## src/iss_pkg.sv

```systemverilog
// Package with set indices, commands, bit positions and preset values for the status sets
package iss_pkg;

  // ----------------------------------------------------------------
  // Set selection and commands
  // ----------------------------------------------------------------
  localparam int NUM_SETS = 5; // Number of register sets held here

  // Which register set a command addresses
  typedef enum logic [2:0] {
    ISS_SET_DEVICE = 3'h0, // Device status set
    ISS_SET_OPER = 3'h1, // Operation status set
    ISS_SET_CALIB = 3'h2, // Calibrating summary set
    ISS_SET_LOWMISS = 3'h3, // Lower-limit-fail summary set
    ISS_SET_MEAS = 3'h4 // Measuring summary set
  } iss_set_t;

  // Status command kinds, one-hot codes
  typedef enum logic [7:0] {
    ISS_OP_RD_COND = 8'h01, // Read condition, no side effect
    ISS_OP_RD_EVENT = 8'h02, // Read event, clears it
    ISS_OP_RD_ENABLE = 8'h04, // Read enable mask
    ISS_OP_WR_ENABLE = 8'h08, // Write enable mask
    ISS_OP_RD_RISE = 8'h10, // Read rise filter
    ISS_OP_WR_RISE = 8'h20, // Write rise filter
    ISS_OP_RD_FALL = 8'h40, // Read fall filter
    ISS_OP_WR_FALL = 8'h80 // Write fall filter
  } iss_op_t;

  // One command from the text parser
  typedef struct packed {
    iss_op_t op; // Command kind
    iss_set_t set; // Addressed set
    logic [15:0] data; // Write value
  } iss_cmd_t;

  // ----------------------------------------------------------------
  // Field positions and values
  // ----------------------------------------------------------------
  localparam logic [15:0] ISS_BIT15_MASK = 16'h7FFF; // Bit 15 always reads zero
  localparam logic [15:0] ISS_ALL_ONES = 16'h7FFF; // Preset all ones in bits 14..0, bit 15 zero
  localparam logic [15:0] ISS_ALL_ZEROS = 16'h0000; // Preset all zeros

  // Device set
  localparam int DEV_PRES_A = 1; // Presence A, B at 1, 2
  localparam int DEV_FAULT_A = 3; // Fault A, B at 3, 4
  localparam int DEV_REAR_A = 5; // Front/rear A, B at 5, 6
  localparam int DEV_PRES_C = 7; // Presence C, D at 7, 8
  localparam int DEV_BATT = 11; // Battery critical
  localparam int DEV_TEMP = 12; // Over temperature
  localparam int DEV_FAN = 13; // Fan failed
  localparam int DEV_KEY = 14; // Front panel key press

  // Operation set
  localparam int OP_CALIB = 0; // Calibrating summary
  localparam int OP_SELFTEST = 1; // Self-test started
  localparam int OP_MEAS = 4; // Measuring summary
  localparam int OP_WAITTRIG = 5; // Waiting for trigger summary
  localparam int OP_SENSE = 10; // Sense summary
  localparam int OP_LOWMISS = 11; // Lower-limit-fail summary
  localparam int OP_HIGHMISS = 12; // Upper-limit-fail summary

  // Sub-sets
  localparam int CAL_CH_A = 1; // Calibrating A..D at 1..4
  localparam int LOW_FIRST = 3; // Lower-limit-fail bits 3..6
  localparam int MEAS_CH_A = 1; // Measuring A, B at 1, 2

endpackage : iss_pkg

```

## src/iss_status_sets.sv

```systemverilog
// Status register sets: device, operation and its three summary sub-sets
// What this block does
// - Rise filter reads as 15-bit value
// - Device presence bits 1,2 and 7,8
// - Device bits 3,4 report sensor faults
// - Device bits 5,6 report front/rear connector
// - Presence condition reads one when attached
// - Fall filter bit latches removal event
// - Rise filter bit latches attachment event
// - Device event read clears all event bits
// - Fault on memory failure or dual connection
// - Event bit 14 latches any key press
// - Key bit bypasses filters, condition zero
// - Operation bits 0,1,4,5 summary and selftest
// - Operation bits 10,11,12 sense and limit summaries
// - Bit 15 and unused condition and event bits read zero
// - Calibrating bits 1..4 for channels A..D
// - Calibrating bit set at sequence start
// - Calibrating bit cleared at sequence end
// - Lower-limit-fail bits 3..6 for windows
// - Lower-limit-fail bit set on failed check
// - Limit-fail bit cleared on passing check
// - Measuring bits 1,2 high while measuring
// - Condition read leaves contents unchanged
// - Preset loads enable and filter presets
// - Enable writes keep low 15 bits
`timescale 1ns/10ps
module iss_status_sets
  import iss_pkg::*;
(
  // Clock and reset
  input wire logic mclk,
  input wire logic reset,
  // Command port from the text parser
  input wire logic cmd_valid,
  input wire iss_cmd_t cmd,
  input wire logic preset_cmd,
  // Response to the text parser
  output logic rsp_valid_reg,
  output logic [15:0] rsp_data_reg,
  // Sensor and panel pins, asynchronous
  input wire logic usb_option,
  input wire logic [3:0] sensor_present,
  input wire logic [1:0] sensor_rear,
  input wire logic [1:0] sensor_mem_fail,
  input wire logic dual_connect,
  input wire logic key_pressed,
  input wire logic battery_critical,
  input wire logic over_temp,
  input wire logic fan_failed,
  // Measurement engine, same clock
  input wire logic selftest_started,
  input wire logic waiting_trigger,
  input wire logic sense_summary,
  input wire logic high_bound_miss_summary,
  input wire logic [3:0] cal_start,
  input wire logic [3:0] cal_done,
  input wire logic [3:0] low_bound_miss_fail,
  input wire logic [3:0] low_bound_miss_pass,
  input wire logic [1:0] measuring
);

  // ----------------------------------------------------------------
  // Functions
  // ----------------------------------------------------------------

  // Drop bit 15 of any stored or returned value
  function automatic logic [15:0] mask15(input logic [15:0] v);
    mask15 = v & ISS_BIT15_MASK;
  endfunction : mask15

  // Filtered transitions between old and new condition
  function automatic logic [15:0] edges(input logic [15:0] now, input logic [15:0] old,
                                        input logic [15:0] rise, input logic [15:0] fall);
    edges = (rise & now & ~old) | (fall & ~now & old);
  endfunction : edges

  // ----------------------------------------------------------------
  // Pin synchronisers
  // ----------------------------------------------------------------
  localparam int SYNC_W = 14; // Width of the pin bundle, one bit per pin

  logic [SYNC_W-1:0] pin_raw; // Pins in one bundle
  logic [SYNC_W-1:0] sync1_reg; // First stage, read only by the second
  logic [SYNC_W-1:0] sync2_reg; // Second stage, safe to use
  logic [SYNC_W-1:0] sync1_next;
  logic [SYNC_W-1:0] sync2_next;
  logic key_old_reg; // Delayed key level for edge detection
  logic key_old_next;

  assign pin_raw = {usb_option, sensor_present, sensor_rear, sensor_mem_fail, dual_connect,
                    key_pressed, battery_critical, over_temp, fan_failed};

  // Shift pins through two stages
  always_comb begin
    sync1_next = pin_raw;
    sync2_next = sync1_reg;
    key_old_next = sync2_reg[3];
  end

  // Register the synchroniser stages
  always_ff @(posedge mclk) begin
    if (reset) begin
      sync1_reg <= '0;
      sync2_reg <= '0;
      key_old_reg <= 1'b0;
    end else begin
      sync1_reg <= sync1_next;
      sync2_reg <= sync2_next;
      key_old_reg <= key_old_next;
    end
  end

  // Unpacked synchronised pins
  logic s_usb; // Option fitted, channels C and D exist
  logic [3:0] s_present; // Presence A..D
  logic [1:0] s_rear; // Rear connector A, B
  logic [1:0] s_memfail; // Stored-data memory failure A, B
  logic s_dual; // Sensors on both front and rear
  logic s_key; // Key level
  logic s_batt;
  logic s_temp;
  logic s_fan;
  logic key_edge; // One-cycle key press

  assign {s_usb, s_present, s_rear, s_memfail, s_dual, s_key, s_batt, s_temp, s_fan} = sync2_reg;
  assign key_edge = s_key & ~key_old_reg;

  // ----------------------------------------------------------------
  // Calibration and limit state
  // ----------------------------------------------------------------
  logic [3:0] cal_busy_reg; // Calibration active per channel
  logic [3:0] cal_busy_next;
  logic [3:0] low_miss_reg; // Lower limit failed, per window bit
  logic [3:0] low_miss_next;

  // Start sets, done clears; a start in the same cycle as a done wins
  always_comb begin
    cal_busy_next = (cal_busy_reg & ~cal_done) | cal_start;
    low_miss_next = (low_miss_reg & ~low_bound_miss_pass) | low_bound_miss_fail;
  end

  // Register calibration and limit state
  always_ff @(posedge mclk) begin
    if (reset) begin
      cal_busy_reg <= 4'h0;
      low_miss_reg <= 4'h0;
    end else begin
      cal_busy_reg <= cal_busy_next;
      low_miss_reg <= low_miss_next;
    end
  end

  // ----------------------------------------------------------------
  // Register set storage
  // ----------------------------------------------------------------
  logic [15:0] cond_reg [NUM_SETS]; // Last condition, for edge finding
  logic [15:0] event_reg [NUM_SETS]; // Sticky events
  logic [15:0] enable_reg [NUM_SETS]; // Enable masks
  logic [15:0] rise_reg [NUM_SETS]; // Rise filters
  logic [15:0] fall_reg [NUM_SETS]; // Fall filters
  logic [15:0] cond_now [NUM_SETS]; // Present condition
  logic [15:0] cond_next [NUM_SETS];
  logic [15:0] event_next [NUM_SETS];
  logic [15:0] enable_next [NUM_SETS];
  logic [15:0] rise_next [NUM_SETS];
  logic [15:0] fall_next [NUM_SETS];
  logic rsp_valid_next;
  logic [15:0] rsp_data_next;
  logic [15:0] sel_cond; // Condition of the addressed set
  logic [15:0] sel_event;
  logic [15:0] sel_enable;
  logic [15:0] sel_rise;
  logic [15:0] sel_fall;
  logic set_ok; // Addressed set exists

  // Build the present condition of every set
  always_comb begin
    for (int s = 0; s < NUM_SETS; s++) begin
      cond_now[s] = 16'h0000;
    end
    // Device set; key bit stays zero in the condition
    cond_now[ISS_SET_DEVICE][DEV_PRES_A +: 2] = s_present[1:0];
    cond_now[ISS_SET_DEVICE][DEV_FAULT_A +: 2] = s_memfail | {2{s_dual}};
    cond_now[ISS_SET_DEVICE][DEV_REAR_A +: 2] = s_rear;
    cond_now[ISS_SET_DEVICE][DEV_PRES_C +: 2] = s_present[3:2] & {2{s_usb}};
    cond_now[ISS_SET_DEVICE][DEV_BATT] = s_batt;
    cond_now[ISS_SET_DEVICE][DEV_TEMP] = s_temp;
    cond_now[ISS_SET_DEVICE][DEV_FAN] = s_fan;
    // Calibrating set; C and D only with the option
    cond_now[ISS_SET_CALIB][CAL_CH_A +: 4] = cal_busy_reg & {{2{s_usb}}, 2'b11};
    // Lower-limit-fail set
    cond_now[ISS_SET_LOWMISS][LOW_FIRST +: 4] = low_miss_reg;
    // Measuring set
    cond_now[ISS_SET_MEAS][MEAS_CH_A +: 2] = measuring;
    // Operation set; calibrating, measuring and lower-limit summaries from registered sub-set events
    cond_now[ISS_SET_OPER][OP_CALIB] =
      |(event_reg[ISS_SET_CALIB] & enable_reg[ISS_SET_CALIB]);
    cond_now[ISS_SET_OPER][OP_SELFTEST] = selftest_started;
    cond_now[ISS_SET_OPER][OP_MEAS] =
      |(event_reg[ISS_SET_MEAS] & enable_reg[ISS_SET_MEAS]);
    cond_now[ISS_SET_OPER][OP_WAITTRIG] = waiting_trigger;
    cond_now[ISS_SET_OPER][OP_SENSE] = sense_summary;
    cond_now[ISS_SET_OPER][OP_LOWMISS] =
      |(event_reg[ISS_SET_LOWMISS] & enable_reg[ISS_SET_LOWMISS]);
    cond_now[ISS_SET_OPER][OP_HIGHMISS] = high_bound_miss_summary;
  end

  // Pick the addressed set for the response
  always_comb begin
    set_ok = (cmd.set <= ISS_SET_MEAS);
    sel_cond = 16'h0000;
    sel_event = 16'h0000;
    sel_enable = 16'h0000;
    sel_rise = 16'h0000;
    sel_fall = 16'h0000;
    if (set_ok) begin
      sel_cond = cond_reg[cmd.set];
      sel_event = event_reg[cmd.set];
      sel_enable = enable_reg[cmd.set];
      sel_rise = rise_reg[cmd.set];
      sel_fall = fall_reg[cmd.set];
    end
  end

  // Next values of every set and of the response
  always_comb begin
    rsp_valid_next = 1'b0;
    rsp_data_next = rsp_data_reg;
    for (int s = 0; s < NUM_SETS; s++) begin
      cond_next[s] = mask15(cond_now[s]);
      enable_next[s] = enable_reg[s];
      rise_next[s] = rise_reg[s];
      fall_next[s] = fall_reg[s];
      event_next[s] = event_reg[s];
      // Read of the event register clears it; new events still land
      if (cmd_valid && (cmd.op == ISS_OP_RD_EVENT) && set_ok && (cmd.set == s)) begin
        event_next[s] = 16'h0000;
      end
      event_next[s] = mask15(event_next[s] |
                             edges(cond_now[s], cond_reg[s], rise_reg[s], fall_reg[s]));
      // Preset reloads filters and masks; operation enable goes to zero
      if (preset_cmd) begin
        enable_next[s] = (s == ISS_SET_OPER) ? ISS_ALL_ZEROS : ISS_ALL_ONES;
        rise_next[s] = ISS_ALL_ONES;
        fall_next[s] = ISS_ALL_ZEROS;
      end else if (cmd_valid && set_ok && (cmd.set == s)) begin
        if (cmd.op == ISS_OP_WR_ENABLE) begin
          enable_next[s] = mask15(cmd.data);
        end else if (cmd.op == ISS_OP_WR_RISE) begin
          rise_next[s] = mask15(cmd.data);
        end else if (cmd.op == ISS_OP_WR_FALL) begin
          fall_next[s] = mask15(cmd.data);
        end
      end
    end
    // Key press ignores both filters, sets on the press edge
    if (key_edge) begin
      event_next[ISS_SET_DEVICE][DEV_KEY] = 1'b1;
    end
    // Response; unknown sets answer zero
    if (cmd_valid) begin
      rsp_valid_next = 1'b1;
      case (cmd.op)
        ISS_OP_RD_COND: begin
          rsp_data_next = mask15(sel_cond);
        end
        ISS_OP_RD_EVENT: begin
          rsp_data_next = mask15(sel_event);
        end
        ISS_OP_RD_ENABLE: begin
          rsp_data_next = mask15(sel_enable);
        end
        ISS_OP_RD_RISE: begin
          rsp_data_next = mask15(sel_rise);
        end
        ISS_OP_RD_FALL: begin
          rsp_data_next = mask15(sel_fall);
        end
        default: begin
          // Writes answer with a zero acknowledgement
          rsp_data_next = 16'h0000;
        end
      endcase
    end
  end

  // Register the sets; power-on gives the preset values and clean events
  always_ff @(posedge mclk) begin
    if (reset) begin
      for (int s = 0; s < NUM_SETS; s++) begin
        cond_reg[s] <= 16'h0000;
        event_reg[s] <= 16'h0000;
        enable_reg[s] <= (s == ISS_SET_OPER) ? ISS_ALL_ZEROS : ISS_ALL_ONES;
        rise_reg[s] <= ISS_ALL_ONES;
        fall_reg[s] <= ISS_ALL_ZEROS;
      end
      rsp_valid_reg <= 1'b0;
      rsp_data_reg <= 16'h0000;
    end else begin
      for (int s = 0; s < NUM_SETS; s++) begin
        cond_reg[s] <= cond_next[s];
        event_reg[s] <= event_next[s];
        enable_reg[s] <= enable_next[s];
        rise_reg[s] <= rise_next[s];
        fall_reg[s] <= fall_next[s];
      end
      rsp_valid_reg <= rsp_valid_next;
      rsp_data_reg <= rsp_data_next;
    end
  end

endmodule : iss_status_sets

```

## config.mk

```make
export PLATFORM = sky130hd
export DESIGN_NAME = iss_status_sets
export DESIGN_NICKNAME = d
export VERILOG_FILES = /design/src/iss_pkg.sv /design/src/iss_status_sets.sv
export SDC_FILE = /design/constraint.sdc
export NUM_CORES = 1
export LEC_CHECK = 0
export BUFFER_PORTS_ARGS = -buffer_cell sky130_fd_sc_hd__buf_2
export CORE_ASPECT_RATIO = 0.75
export CORE_MARGIN = 5
export CORE_UTILIZATION = 45
export CTS_CLUSTER_DIAMETER = 30
export DETAILED_ROUTE_END_ITERATION = 6
export HOLD_SLACK_MARGIN = 0.05
export PLACE_DENSITY = 0.69
export SYNTH_ARGS = -nofsm -noshare
export SYNTH_HDL_FRONTEND = slang
export SYNTH_SLANG_ARGS = --single-unit
```

## constraint.sdc

```tcl
create_clock -name mclk -period 4.5 [get_ports mclk]
set_clock_uncertainty 0.05 [all_clocks]
set_input_delay 0.225 -clock mclk [delete_from_list [all_inputs] [get_ports mclk]]
set_output_delay 0.225 -clock mclk [all_outputs]
set_load 0.05 [all_outputs]
```

==> out/qor.csv <==
stage;metric;value;unit
worst_setup_path;crit_top_cell;nand2_1;
placed_design;placed_cells;1902;
floorplanning;num_rows;56;
worst_setup_path;path_cells;dlygate4sd3_1, buf_2, inv_2, nor3_2, buf_4, nand2_1, nand2_1, a21oi_1;
floorplanning;die_w;216;µm
job;max_cap_viol_count;0;
placed_design;gp_congestion;0.937;
detailed_routing;finalWirelength;45700;µm
floorplanning;die-area;35400;µm²
worst_hold_path;hp-class;primary input to register;
synthesis;syn_area;14300;µm²
placed_design;dp_hpwl;27800;µm
clocking;post_cts_resized;0;
detailed_routing;remaining_drc_errors;0;
synthesis;synth_top_area_frac;0.365;
synthesis;synth_edf_count;75;
detailed_routing;drt.antenna.violating_nets;0;
clocking;hold_buffers;52;
layout;area_growth;21.2;%
synthesis;synth_cell_types;61;
floorplanning;io_pins;84;
status;status;finished clean;
timing;tns;0;ns
detailed_routing;via_per_inst;5.91;
floorplanning;die_height;164;µm
worst_setup_path;worstPathMaxFanout;18;
floorplanning;start_util;0.456;
global_route;antenna_found_initial;1;
synthesis;syn_area_per_cell;9.46;µm²
synthesis;synth-async-reset-ratio;0;
timing;hold_viol;0;
detailed_routing;vias;12200;
synthesis;ys_warn_count;0;
timing;drv_slew;0;
detailed_routing;firstDrtPassIters;6;
clocking;numCtsBuffers;56;
worst_setup_path;crit_required;4.87;ns
layout;multi_input_area;6220;µm²
clocking;cts_buffer_depth;3;
synthesis;seq_area_frac_synth;0.522;
global_route;grt_pass1_vias;11700;
clocking;clock-root-buffer;clkbuf_16;
worst_setup_path;endpoint_kind;register;
timing;setup_viol;0;
global_route;grt_pass1_wl;68700;µm
worst_setup_path;cp-start-kind;primary input;
layout;drive_gt1_frac;0.148;
power_and_ir_drop;p_leak;7.12;nW
clocking;post-cts-setup-buffers;0;
synthesis;syn_nets;1576;
layout;fill_cells;2744;
timing;max_slew_margin;0.253;
worst_setup_path;critPathMaxStageDelay;0.66;ns
detailed_routing;dr.first_iter.drc_count;1474;
clocking;htree_levels;2;
layout;regArea;7460;µm²
power_and_ir_drop;ir_worst_vdd;0.000304;V
floorplanning;core_area;31300;µm²
timing;finalCritPeriodShare;0.587;
placed_design;numPortBuffers;81;
worst_setup_path;worstSetupPathType;primary input to register;
clocking;cts_tree;yes;
power_and_ir_drop;design_power_total;8.06;mW
clocking;cts_sinks;335;
clocking;clock_latency;0.59;ns
worst_setup_path;cp_slowest_cell;nand2_1;
worst_setup_path;worstPathArrival;3.01;ns
timing;post-route-min-period;2.64;ns
timing;tightest_slew;1.12;ns
global_route;grt_overflow;0;
synthesis;ys_top_cells_by_count;260 x dfxtp_1, 256 x nand2_1, 129 x mux2i_1;
clocking;clk_pin_slew;0.06;ns
synthesis;syn_inst;1509;
synthesis;synth_most_common_cell;dfxtp_1;
synthesis;synth_top_flop_cell;dfxtp_1;
detailed_routing;wire_per_inst;22.2;µm
power_and_ir_drop;powerDensity;466;nW/µm²
layout;fin_cells;2060;
timing;rsz0062_at_grt;no;
layout;nets;1673;
timing;holdWs;0.0695;ns
layout;fin_util;0.553;
synthesis;ys_seq_elements;335;
synthesis;ys_top_cells_by_area;dfxtp_1 36%, edfxtp_1 16%, mux2i_1 9.0%;
global_route;grt_usage;0.252;
synthesis;synth_top_area_cell;dfxtp_1;
global_route;grt_max_degree;80;
layout;antennaDiodeCount;0;
timing;fmax;0.379;GHz
## critical path, delay by kind of cell
family	cells	cell delay [ns]
AO/OA/AOI/OAI	1	0.08
buffers and inverters	4	1.40
AND/OR/NAND/NOR	3	1.28
## kinds of logic (layout without fill, tap and decap cells)
family	Yosys count	after routing	share of synthesized area
other	1	1	0.000263
AND/OR/NAND/NOR	632	632	0.214
multiplexers	140	140	0.105
flip-flops	335	335	0.522
buffers and inverters	132	277	0.0451
AO/OA/AOI/OAI	269	269	0.113
## per-stage QoR
stage | setup WS (ns) | cell area (µm²)
after detailed placement | 1.67 | 14800
after global placement | 1.71 | 14800
after global routing | 1.83 | 17300
final | 1.86 | 17300
after CTS | 2.01 | 17300
after floorplan | 1.39 | 14300
## area by class of cell
cell class | count | share of cell area
inverters | 13 | 0.00282
well taps | 406 | 0.0293
repair buffers | 158 | 0.0646
clock buffers | 67 | 0.0906
flip-flops and latches | 335 | 0.431
clock inverters | 39 | 0.0227
multi-input cells | 1042 | 0.359
## routing by layer
metal | GRT usage | vias up | share of wire
met1 | 0.340 | 5817 | 0.41
met4 | 0.0884 | 2 | 0.030
met2 | 0.385 | 717 | 0.44
li1 | - | 5496 | -
met5 | 0 | - | 0.00031
met3 | 0.0776 | 138 | 0.12
## final timing paths
| path | startpoint | slack (ns) | cells past startpoint | endpoint |
|---|---|---|---|---|
| max | cmd_valid | 1.86 | 8 | fall_reg[2][6] |
| min reg2reg | sync1_reg[9] | 0.38 | 1 | sync2_reg[9] |
| max reg2reg | cond_reg[3][4] | 2.52 | 5 | rsp_data_reg[4] |
| min | reset | 0.07 | 2 | cond_reg[1][0] |
## layout by cell type, fill, tap and decap left out, types with 12 or more instances in the layout
cell type and count:
dfxtp_1 260, nand2_1 256, mux2i_1 129, nor2_1 110
a21oi_1 110, nand3_1 100, buf_2 79, edfxtp_1 75
clkbuf_16 60, nor2b_1 53, dlygate4sd3_1 52, o21ai_0 43
o22ai_1 41, buf_4 27, nand3b_1 25, and2_1 20
a22oi_1 17, a31oi_1 17, or3_1 15, inv_1 12
clkinv_2 12
## where the power goes
group	total [mW]	internal (mW)	switching (mW)
combinational	0.474	0.178	0.296
sequential	3.23	3.18	0.0480
clock	4.36	2.79	1.57
total	8.06	6.15	1.91
(Power assumes the default switching activity.)
